<file path="config.mk">
export PLATFORM = sky130hd
export DESIGN_NAME = dcsw_control_status
export DESIGN_NICKNAME = d
export VERILOG_FILES = /design/src/logic/dcsw_control_status.v
export VERILOG_INCLUDE_DIRS = /design/src /design/src/logic
export SDC_FILE = /design/constraint.sdc
export NUM_CORES = 1
export LEC_CHECK = 0
export BUFFER_PORTS_ARGS = -buffer_cell sky130_fd_sc_hd__buf_2
export CAP_MARGIN = 20
export CORE_ASPECT_RATIO = 0.6
export CORE_UTILIZATION = 35
export CTS_CLUSTER_SIZE = 24
export DETAILED_ROUTE_END_ITERATION = 6
export GPL_TIMING_DRIVEN = 0
export PLACE_DENSITY = 0.7
export SYNTH_ARGS = -nofsm -noshare
export SYNTH_HDL_FRONTEND = slang
export SYNTH_SLANG_ARGS = --single-unit
</file>
<file path="constraint.sdc">
create_clock -name sys_clk -period 1.2 [get_ports sys_clk]
set_input_delay 0.06 -clock sys_clk [delete_from_list [all_inputs] [get_ports sys_clk]]
set_output_delay 0.06 -clock sys_clk [all_outputs]
set_load 0.1 [all_outputs]
</file>
<file path="src/logic/dcsw_defs.vh">
// Bit positions, encodings and reset values for the drive command word, plus the thermal full-scale level for the state word
`ifndef DCSW_DEFS_VH
`define DCSW_DEFS_VH
`define DCSW_CMD_RESET      16'h0000
`define DCSW_CB_DCBRAKE_N   2
`define DCSW_CB_COAST_N     3
`define DCSW_CB_QSTOP_N     4
`define DCSW_CB_HOLD_N      5
`define DCSW_CB_RUN         6
`define DCSW_CB_RESET       7
`define DCSW_CB_JOG         8
`define DCSW_CB_RAMP2       9
`define DCSW_CB_VALID       10
`define DCSW_CB_RELAY1      11
`define DCSW_CB_RELAY4      12
`define DCSW_CB_SETUP_LO    13
`define DCSW_CB_SETUP_HI    14
`define DCSW_CB_REVERSE     15
`define DCSW_RELAY1_FUNC    8'h24
`define DCSW_RELAY4_FUNC    8'h25
`define DCSW_MULTI_SETUP    4'h9
`define DCSW_SETUP_RESET    2'h0
`define DCSW_THERM_FULL     8'h64
`endif

</file>
<file path="src/logic/dcsw_control_status.v">
// Drive command word decoder and drive state word builder
// Operation
// - Command bit 4 low ramps motor to stop over quick-stop ramp time.
// - Command bit 5 low freezes output frequency; only speed-up/slow-down inputs change it.
// - While frozen, only coast bit, DC-brake bit or DC/coast inputs stop the motor.
// - Command bit 6 low ramp-stops with selected ramp; high permits start.
// - Trip clears only on a rising edge of command bit 7.
// - Command bit 8 high selects jog speed as output frequency.
// - Command bit 9 selects ramp set one (low) or two (high).
// - Whole command word ignored unless bit 10 is high.
// - Command bit 11 energizes relay one only when its function is option 36.
// - Command bit 12 energizes relay four only when its function is option 37.
// - Command bits 14:13 select set-up one to four when active set-up is option 9.
// - Command bit 15 reverses direction if direction setting allows it.
// - State bit 0 low when tripped, high when controls ready.
// - State bit 1 high when ready but a coast command is active.
// - State bit 2 low when motor released, high when start possible.
// - State bits 3, 4, 6 flag trip, error without trip and locked trip.
// - State bit 7 flags a warning; bit 5 always reads zero.
// - State bit 8 high when speed equals reference, low while ramping.
// - State bit 9 low under local stop or local reference, high for bus control.
// - State bit 10 high while output frequency sits inside speed limits.
// - State bit 11 high on start signal or nonzero frequency.
// - State bits 12 to 15 flag brake stop, DC link voltage, torque and thermal timer.
// - Command bit 3 low shuts off output stage immediately, motor coasts.
// - Command bit 2 low applies DC braking unless a coast command is active; high allows normal ramping.
`timescale 1ns/1ps
`include "dcsw_defs.vh"

module dcsw_control_status #(
	parameter CMD_WIDTH = 16,
	parameter THERM_W   = 8
) (
	input  wire                 sys_clk,
	input  wire                 resetn,
	input  wire                 cmdWrite,
	input  wire [CMD_WIDTH-1:0] cmdWord,
	input  wire [7:0]           relay1Function,
	input  wire [7:0]           relay4Function,
	input  wire [3:0]           activeSetupMode,
	input  wire                 reverseAllowed,
	input  wire                 dinSpeedUp,
	input  wire                 dinSlowDown,
	input  wire                 dinDcBrake,
	input  wire                 dinCoast,
	input  wire                 dinResetCoast,
	input  wire                 tripActive,
	input  wire                 tripLocked,
	input  wire                 errorNoTrip,
	input  wire                 warningActive,
	input  wire                 speedAtRef,
	input  wire                 localStopActive,
	input  wire                 localRefActive,
	input  wire                 atLowLimit,
	input  wire                 atHighLimit,
	input  wire                 freqNonZero,
	input  wire                 startSignal,
	input  wire                 brakeFault,
	input  wire                 dcLinkOutOfRange,
	input  wire                 torqueExceeded,
	input  wire [THERM_W-1:0]   motorThermPct,
	input  wire [THERM_W-1:0]   inverterThermPct,
	output reg                  quickStopRamp,
	output reg                  holdFrequency,
	output reg                  freqUp,
	output reg                  freqDown,
	output reg                  rampStop,
	output reg                  startPermit,
	output reg                  tripResetPulse,
	output reg                  jogSelect,
	output reg                  rampSet2,
	output reg                  relay1On,
	output reg                  relay4On,
	output reg  [1:0]           activeSetup,
	output reg                  reverseDir,
	output reg                  outputStageOff,
	output reg                  dcBrakeOn,
	output reg  [15:0]          driveStateWord
);

	// Internal state
	reg [CMD_WIDTH-1:0] cmd_q;
	reg                 resetBit_q;
	reg                 dinUp_m;
	reg                 dinUp_q;
	reg                 dinDn_m;
	reg                 dinDn_q;
	reg                 dinDc_m;
	reg                 dinDc_q;
	reg                 dinCo_m;
	reg                 dinCo_q;
	reg                 dinRc_m;
	reg                 dinRc_q;
	wire                coastCmd;
	wire                dcCmd;
	wire                frozen;
	wire                thermOver;
	wire [15:0]         state_d;

	// Thermal timer past full scale
	function overFull;
		input [THERM_W-1:0] pct;
		begin
			overFull = (pct > `DCSW_THERM_FULL);
		end
	endfunction

	// Drive neither tripped nor locked
	function driveReady;
		input trip;
		input locked;
		begin
			driveReady = !trip && !locked;
		end
	endfunction

	// Speed-up pin synchroniser
	always @(posedge sys_clk) begin
		if (!resetn) begin
			dinUp_m <= 1'b0;
			dinUp_q <= 1'b0;
		end else begin
			dinUp_m <= dinSpeedUp;
			dinUp_q <= dinUp_m;
		end
	end

	// Slow-down pin synchroniser
	always @(posedge sys_clk) begin
		if (!resetn) begin
			dinDn_m <= 1'b0;
			dinDn_q <= 1'b0;
		end else begin
			dinDn_m <= dinSlowDown;
			dinDn_q <= dinDn_m;
		end
	end

	// DC brake pin synchroniser
	always @(posedge sys_clk) begin
		if (!resetn) begin
			dinDc_m <= 1'b0;
			dinDc_q <= 1'b0;
		end else begin
			dinDc_m <= dinDcBrake;
			dinDc_q <= dinDc_m;
		end
	end

	// Coast pin synchroniser
	always @(posedge sys_clk) begin
		if (!resetn) begin
			dinCo_m <= 1'b0;
			dinCo_q <= 1'b0;
		end else begin
			dinCo_m <= dinCoast;
			dinCo_q <= dinCo_m;
		end
	end

	// Reset-and-coast pin synchroniser
	always @(posedge sys_clk) begin
		if (!resetn) begin
			dinRc_m <= 1'b0;
			dinRc_q <= 1'b0;
		end else begin
			dinRc_m <= dinResetCoast;
			dinRc_q <= dinRc_m;
		end
	end

	// Latch command word only when marked valid
	always @(posedge sys_clk) begin
		if (!resetn) begin
			cmd_q <= `DCSW_CMD_RESET;
		end else if (cmdWrite && cmdWord[`DCSW_CB_VALID]) begin
			cmd_q <= cmdWord;
		end
	end

	// Previous stored reset bit for edge detection
	always @(posedge sys_clk) begin
		if (!resetn) begin
			resetBit_q <= 1'b0;
		end else begin
			resetBit_q <= cmd_q[`DCSW_CB_RESET];
		end
	end

	assign coastCmd = !cmd_q[`DCSW_CB_COAST_N] || dinCo_q || dinRc_q;
	assign dcCmd    = !cmd_q[`DCSW_CB_DCBRAKE_N] || dinDc_q;
	assign frozen   = !cmd_q[`DCSW_CB_HOLD_N];
	// Either thermal timer over full scale
	assign thermOver = overFull(motorThermPct) || overFull(inverterThermPct);

	// Stop paths: coast, DC brake, quick stop, ramp stop
	always @(posedge sys_clk) begin
		if (!resetn) begin
			outputStageOff <= 1'b0;
			dcBrakeOn      <= 1'b0;
			quickStopRamp  <= 1'b0;
			rampStop       <= 1'b0;
			startPermit    <= 1'b0;
		end else begin
			outputStageOff <= coastCmd;
			dcBrakeOn      <= dcCmd && !coastCmd;
			quickStopRamp  <= !frozen && !cmd_q[`DCSW_CB_QSTOP_N];
			rampStop       <= !frozen && !cmd_q[`DCSW_CB_RUN];
			startPermit    <= cmd_q[`DCSW_CB_RUN];
		end
	end

	// Frequency source: freeze, pins, jog, ramp set
	always @(posedge sys_clk) begin
		if (!resetn) begin
			holdFrequency <= 1'b0;
			freqUp        <= 1'b0;
			freqDown      <= 1'b0;
			jogSelect     <= 1'b0;
			rampSet2      <= 1'b0;
		end else begin
			holdFrequency <= frozen;
			freqUp        <= frozen && dinUp_q && !dinDn_q;
			freqDown      <= frozen && dinDn_q && !dinUp_q;
			jogSelect     <= cmd_q[`DCSW_CB_JOG];
			rampSet2      <= cmd_q[`DCSW_CB_RAMP2];
		end
	end

	// Trip reset on rising stored reset bit
	always @(posedge sys_clk) begin
		if (!resetn) begin
			tripResetPulse <= 1'b0;
		end else begin
			tripResetPulse <= cmd_q[`DCSW_CB_RESET] && !resetBit_q;
		end
	end

	// Relays gated by their function setting
	always @(posedge sys_clk) begin
		if (!resetn) begin
			relay1On <= 1'b0;
			relay4On <= 1'b0;
		end else begin
			relay1On <= cmd_q[`DCSW_CB_RELAY1] && (relay1Function == `DCSW_RELAY1_FUNC);
			relay4On <= cmd_q[`DCSW_CB_RELAY4] && (relay4Function == `DCSW_RELAY4_FUNC);
		end
	end

	// Set-up select, holds outside multi-set-up
	always @(posedge sys_clk) begin
		if (!resetn) begin
			activeSetup <= `DCSW_SETUP_RESET;
		end else if (activeSetupMode == `DCSW_MULTI_SETUP) begin
			activeSetup <= {cmd_q[`DCSW_CB_SETUP_HI], cmd_q[`DCSW_CB_SETUP_LO]};
		end
	end

	// Direction, only where reversing is allowed
	always @(posedge sys_clk) begin
		if (!resetn) begin
			reverseDir <= 1'b0;
		end else begin
			reverseDir <= cmd_q[`DCSW_CB_REVERSE] && reverseAllowed;
		end
	end

	// State word: readiness and coast
	assign state_d[0]  = driveReady(tripActive, tripLocked);
	assign state_d[1]  = driveReady(tripActive, tripLocked) && coastCmd;
	assign state_d[2]  = !coastCmd;

	// Fault and warning flags
	assign state_d[3]  = tripActive;
	assign state_d[4]  = errorNoTrip;
	assign state_d[5]  = 1'b0;
	assign state_d[6]  = tripLocked;
	assign state_d[7]  = warningActive;

	// Speed, control site and limits
	assign state_d[8]  = speedAtRef;
	assign state_d[9]  = !localStopActive && !localRefActive;
	assign state_d[10] = !atLowLimit && !atHighLimit;
	assign state_d[11] = startSignal || freqNonZero;

	// Protection flags
	assign state_d[12] = brakeFault;
	assign state_d[13] = dcLinkOutOfRange;
	assign state_d[14] = torqueExceeded;
	assign state_d[15] = thermOver;

	always @(posedge sys_clk) begin
		if (!resetn) begin
			driveStateWord <= 16'h0000;
		end else begin
			driveStateWord <= state_d;
		end
	end

endmodule // dcsw_control_status

</file>
==> impl_metrics.toml, run 1 <==
[die]
core_area_um2 = 4660
die_y_um = 56.3
die_w_um = 92.5
rows = 19
num_io_pins = 107
initial_utilization_pct = 36.9
dieArea_um2 = 5210

[setup_path]
critPathMaxStageDelay_ns = 0.43
critPathArrivalTime_ns = 1.06
cp_slowest_cell = "buf_2"
crit_required_ns = 1.14
crit_fanout = 1
crit_family = "buffers and inverters"
cp-end-kind = "output pin"
path_buf_inv = 1
path_cells = "buf_2"
worstSetupPathType = "flip-flop to output pin"
startpoint_type = "flip-flop"

[synthesis]
async_reset_ff_share_pct = 0
ys_seq_elements = 55
yosysUniqueCellTypes = 28
synth_area_um2 = 1720
ys_warn_count = 0
syn_inst = 163
synth_top_flop_cell = "dfxtp_1"
synth-edff-count = 0
synthTopCellsByArea = "dfxtp_1 (64%), and2_1 (8.7%), nand2_1 (6.1%)"
synth_top_area_share_pct = 64.0
yosysTopAreaCell = "dfxtp_1"
syn_nets = 238
avgSynthCellArea_um2 = 10.6
synth_most_common_cell = "dfxtp_1"
synth-seq-area-share_pct = 64.0
synthTopCellsByCount = "dfxtp_1 (55), nand2_1 (28), and2_1 (24)"

[sta]
rsz0062_at_grt = "no"
min_period_ns = 1.12
setup_tns_ns = 0
setup_viol = 0
finalHoldViolCount = 0
fin_crit_sh_pct = 93.6
finalMaxSlewViolations = 0
clock-skew-final_ns = 0.00704
max_freq_ghz = 0.890

[routing]
vias = 1594
totalWireLength_mm = 4.12
post-route-drc-count = 0
wl_per_cell_um = 11.1
drtIter0Drc = 21
drt_pass1_iterations = 4
ant_nets = 0
via_per_inst = 4.28

[finish]
drive_gt1_share_pct = 39.8
largest_register_ffs = 15
top_regs = "driveStateWord x15, cmd_q x13, activeSetup x2"
post-route-util_pct = 59.2
layout.nets = 383
ff_latch_area_um2 = 1100
diodes = 0
top_register = "driveStateWord"
nFillCells = 443
multi_input_area_um2 = 578
syn_to_final_growth_pct = 60.1

[power_and_ir_drop]
pwr-share-clk_pct = 27.7
combPwrFrac_pct = 18.7
p_sw_uw = 1040
vdd_ir_drop_max_mv = 0.903
intPower_uw = 2550
powerDensity_nw_per_um2 = 1300
p_sw_share_pct = 29.0
pwr-share-seq_pct = 53.6
p_leak_uw = 0.00130

[clock_network]
clkTransAtPathRegs_ns = 0.09
cts_tree = "done"
cts_buffer_depth = 2
clock_latency_ns = 0.30
cts_root_buffer = "clkbuf_8"
numCtsBuffers = 5
cts_num_sinks = 55
cts_resized = 0
ctsHtreeMaxLevel = 2

[grt]
grt_pass1_vias = 1654
antenna_found_initial = 0
track_usage_pct = 17.2
grt_max_degree = 18
grt_overflow = 0
grt_pass1_wl_mm = 6.91

[place]
io_buffers = 103
hpwl_mm = 2.86
place.gp.congestion = 0.690

[worst_hold_path]
hold_path.class = "input port to flip-flop"

[flow_run]
drv_cap = 0

[run_status]
status = "complete, no violations"
[kinds of logic (layout without fill, tap and decap cells)]
logic type,count (synthesis),after routing,share of synthesized area [%]
and+or+nand+nor,77,77,25.6
DFF,55,55,64.0
AOI/OAI and AO/OA,19,19,6.61
buffers and inverters,9,155,2.47
muxes,2,2,1.16
other,1,1,0.218
[timing repair]
action,4_1_cts,5_1_grt
setup endpoints to repair,0,3
hold endpoints to repair,34,3
buffers inserted,0,0
hold buffers,35,3
[tightest hold or removal path, stage by stage]
cell and delay, ns:
buf_2 0.08, or4b_4 0.12, nor4_4 0.03
[per-stage QoR]
step	std cells	hold WS [ns]	worst slack (ns)	total power, uW	cell area, um^2
finish	372	0.0222	0.0766	3590	2760
global route	372	0.00320	0.0283	3750	2760
floorplan	163	0.129	0.231	2370	1720
CTS	372	0.00549	0.0311	3630	2760
global placement	329	0.222	0.214	2540	2320
detailed placement	329	0.226	0.203	2550	2320
[cell type report]
type / instances / area share [%]
multi-input combinational: 99 / 21.0
tap: 63 / 2.86
clock buffer: 5 / 2.50
buffer: 7 / 1.27
sequential: 55 / 40.0
inverter: 2 / 0.272
timing repair buffer: 138 / 31.4
clock inverter: 3 / 0.681
[cells in the final DEF (no fill, tap or decap), types with 2 or more instances in the layout]
cell / instances
dfxtp_2: 2
and2_1: 24
clkbuf_8: 5
buf_2: 107
nor2_1: 9
a21oi_1: 13
nand2_1: 28
mux2i_1: 2
nor4b_1: 2
dfxtp_1: 53
nor4_1: 2
dlygate4sd3_1: 35
nand4bb_1: 3
clkbuf_1: 2
nor3_1: 3
clkinv_2: 2
[power by group through the flow]
stage	sequential (uW)	clock (uW)	combinational, uW
finish	1920	994	673
detailed placement	1970	0	588
CTS	1920	1030	674
global placement	1960	0	582
floorplan	2250	0	118
global route	1930	1100	718
[layer usage]
layer	share of wire (%)	GRT usage, %	vias up
met5	0	0	-
met4	0.61	4.69	0
met3	7.1	5.01	5
met2	49	31.9	57
met1	43	19.2	707
li1	-	-	825
[path summary, 6_finish.rpt]
check	slack [ns]	cells past startpoint	to	from
setup / recovery	0.08	1	driveStateWord[12]	driveStateWord[12]$_SDFF_PN0_
hold / removal	0.02	3	relay1On$_SDFF_PN0_	relay1Function[3]
setup reg to reg	0.19	2	relay1On$_SDFF_PN0_	cmd_q[11]$_SDFFE_PN0P_
hold reg to reg	0.39	1	tripResetPulse$_SDFF_PN0_	resetBit_q$_SDFF_PN0_
(Power assumes the default switching activity.)
==> run 2, diff against run 1 <==
--- a/config.mk
+++ b/config.mk
@@ -12,7 +12,6 @@
 export CORE_UTILIZATION = 35
 export CTS_CLUSTER_SIZE = 24
 export DETAILED_ROUTE_END_ITERATION = 6
-export GPL_TIMING_DRIVEN = 0
 export PLACE_DENSITY = 0.7
 export SYNTH_ARGS = -nofsm -noshare
 export SYNTH_HDL_FRONTEND = slang
==> impl_metrics.toml, run 2 (synthesis results as in run 1) <==
[clock_network]
cts_tree = "done"
clock_latency_ns = 0.30
postCtsSetupBuffers = 0
ctsHtreeMaxLevel = 2
clkTransAtPathRegs_ns = 0.10
cts_buffer_depth = 2
numCtsBuffers = 5
cts_root_buffer = "clkbuf_8"
cts_num_sinks = 55

[setup_path]
crit_required_ns = 1.46
path_cells = "dlygate4sd3_1, buf_2, nor3_2, dlygate4sd3_1"
cp_slowest_cell = "dlygate4sd3_1"
r2r_slack_ns = 0.19
worstSetupPathType = "input port to flip-flop"
critPathMaxStageDelay_ns = 0.55
startpoint_type = "input port"
crit_fanout = 3
cp-end-kind = "flip-flop"
crit_top_cell = "dlygate4sd3_1"
critPathArrivalTime_ns = 1.43
r2r_cells = 2
r2r-start = "cmd_q[11]$_SDFFE_PN0P_"
reg2reg_to = "relay1On$_SDFF_PN0_"

[routing]
wl_per_cell_um = 10.9
met2WireLength_mm = 1.92
post-route-drc-count = 0
via_per_inst = 4.31
wl_met1_mm = 1.79
totalWireLength_mm = 4.01
met3_length_um = 256
dr.max_layer_used = "met4"
drt_pass1_iterations = 4
vias = 1580
ant_nets = 0
drtIter0Drc = 22

[finish]
syn_to_final_growth_pct = 61.6
diodes = 0
nFillCells = 430
layout_commonest_cell = "buf_2"
top_regs = "driveStateWord x15, cmd_q x13, activeSetup x2"
largest_register_ffs = 15
layout_common_cells = "buf_2 (103), dfxtp_1 (53), dlygate4sd3_1 (34)"
instances_no_fill = 367
top_register = "driveStateWord"
layout.nets = 378
drive_gt1_share_pct = 40.8

[die]
core_area_um2 = 4660
dieArea_um2 = 5210
initial_utilization_pct = 36.9
die_w_um = 92.5
die_y_um = 56.3
num_io_pins = 107
rows = 19

[power_and_ir_drop]
p_leak_uw = 0.00131
vdd_ir_drop_max_mv = 0.782
powerDensity_nw_per_um2 = 1390

[place]
place.gp.congestion = 0.682
post-place-cells = 325
place_ws_ns = 0.198
hpwl_mm = 2.64
io_buffers = 103

[worst_hold_path]
hold_depth = 3
hold_path.class = "input port to flip-flop"
holdPathEnd = "driveStateWord[11]$_SDFF_PN0_"
min_from = "freqNonZero"

[sta]
finalHoldViolCount = 1
setup_ws_ns = 0.0242
finalMaxSlewViolations = 0
fin_crit_sh_pct = 98.0
hold_ws_ns = -0.0162
relSlewSlack_pct = 64.8
setup_tns_ns = 0
rsz0062_at_grt = "yes"
tightestPinTransition_ns = 0.528
clock-skew-final_ns = 0.00894
min_period_ns = 1.18
setup_viol = 0
max_freq_ghz = 0.850

[flow_run]
drv_cap = 0

[run_status]
status = "finished, violations left"
violations = "negative hold slack"

[grt]
grt_max_degree = 22
grt_pass1_vias = 1560
track_usage_pct = 16.2
antenna_found_initial = 0
grt_overflow = 0
grt_pass1_wl_mm = 6.53
run 2: changes by cell type in the layout (fill, tap and decap cells not counted), sizes merged:
cell | before | now
buf | 108 | 106
clkinv | 2 | 0
bufinv | 0 | 1
clkbuf | 7 | 6
dlygate4sd3 | 35 | 34
run 2: layout make-up:
type | instances | area (um^2) | area share [%]
clock buffer | 6 | 82.6 | 2.97
clock inverter | 2 | 38.8 | 1.39
inverter | 2 | 7.51 | 0.270
multi-input combinational | 99 | 593 | 21.3
sequential | 55 | 1100 | 39.7
tap | 63 | 78.8 | 2.83
timing repair buffer | 140 | 878 | 31.6
run 2: worst max-delay path by stage:
stage	from	to	slack (ns)
CTS	localStopActive	driveStateWord[9]$_SDFF_PN0_	0.03
finish	tripLocked	driveStateWord[0]$_SDFF_PN0_	0.02
global route	tripLocked	driveStateWord[0]$_SDFF_PN0_	-0.04
detailed placement	cmd_q[11]$_SDFFE_PN0P_	relay1On$_SDFF_PN0_	0.20
floorplan	dcBrakeOn$_SDFF_PN0_	dcBrakeOn	0.23
global placement	cmd_q[11]$_SDFFE_PN0P_	relay1On$_SDFF_PN0_	0.21
run 2: worst max-delay path, delay by kind of cell:
family        cells  cell delay, ns
buf+inv           3            1.22
simple gates      1            0.15
run 2: per-layer routing:
layer / up-vias / track usage, %
li1: 812 / -
met1: 709 / 18.1
met2: 54 / 29.6
met3: 5 / 4.88
met4: 0 / 4.69
met5: - / 0
run 2: repair_timing:
action | in CTS | in global routing
hold buffers | 35 | 1
endpoints found under the setup margin | 0 | 4
resized for setup | 0 | 3
endpoints found under the hold margin | 33 | 1
run 2: report_power, final:
group / switching [uW] / internal [uW] / total, uW
Combinational: 433 / 235 / 668
Clock: 591 / 687 / 1280
Sequential: 23.2 / 1900 / 1920
run 2: stage by stage:
step	cell area [um^2]	util [%]	hold slack, ns	total power (uW)
2_1_floorplan	1720	-	0.129	2370
3_3_place_gp	2310	49.5	0.222	2540
3_5_place_dp	2310	49.5	0.224	2550
4_1_cts	2780	59.6	0.00500	3900
5_1_grt	2780	59.7	0.00578	4030
6_report	2780	59.7	-0.0162	3870
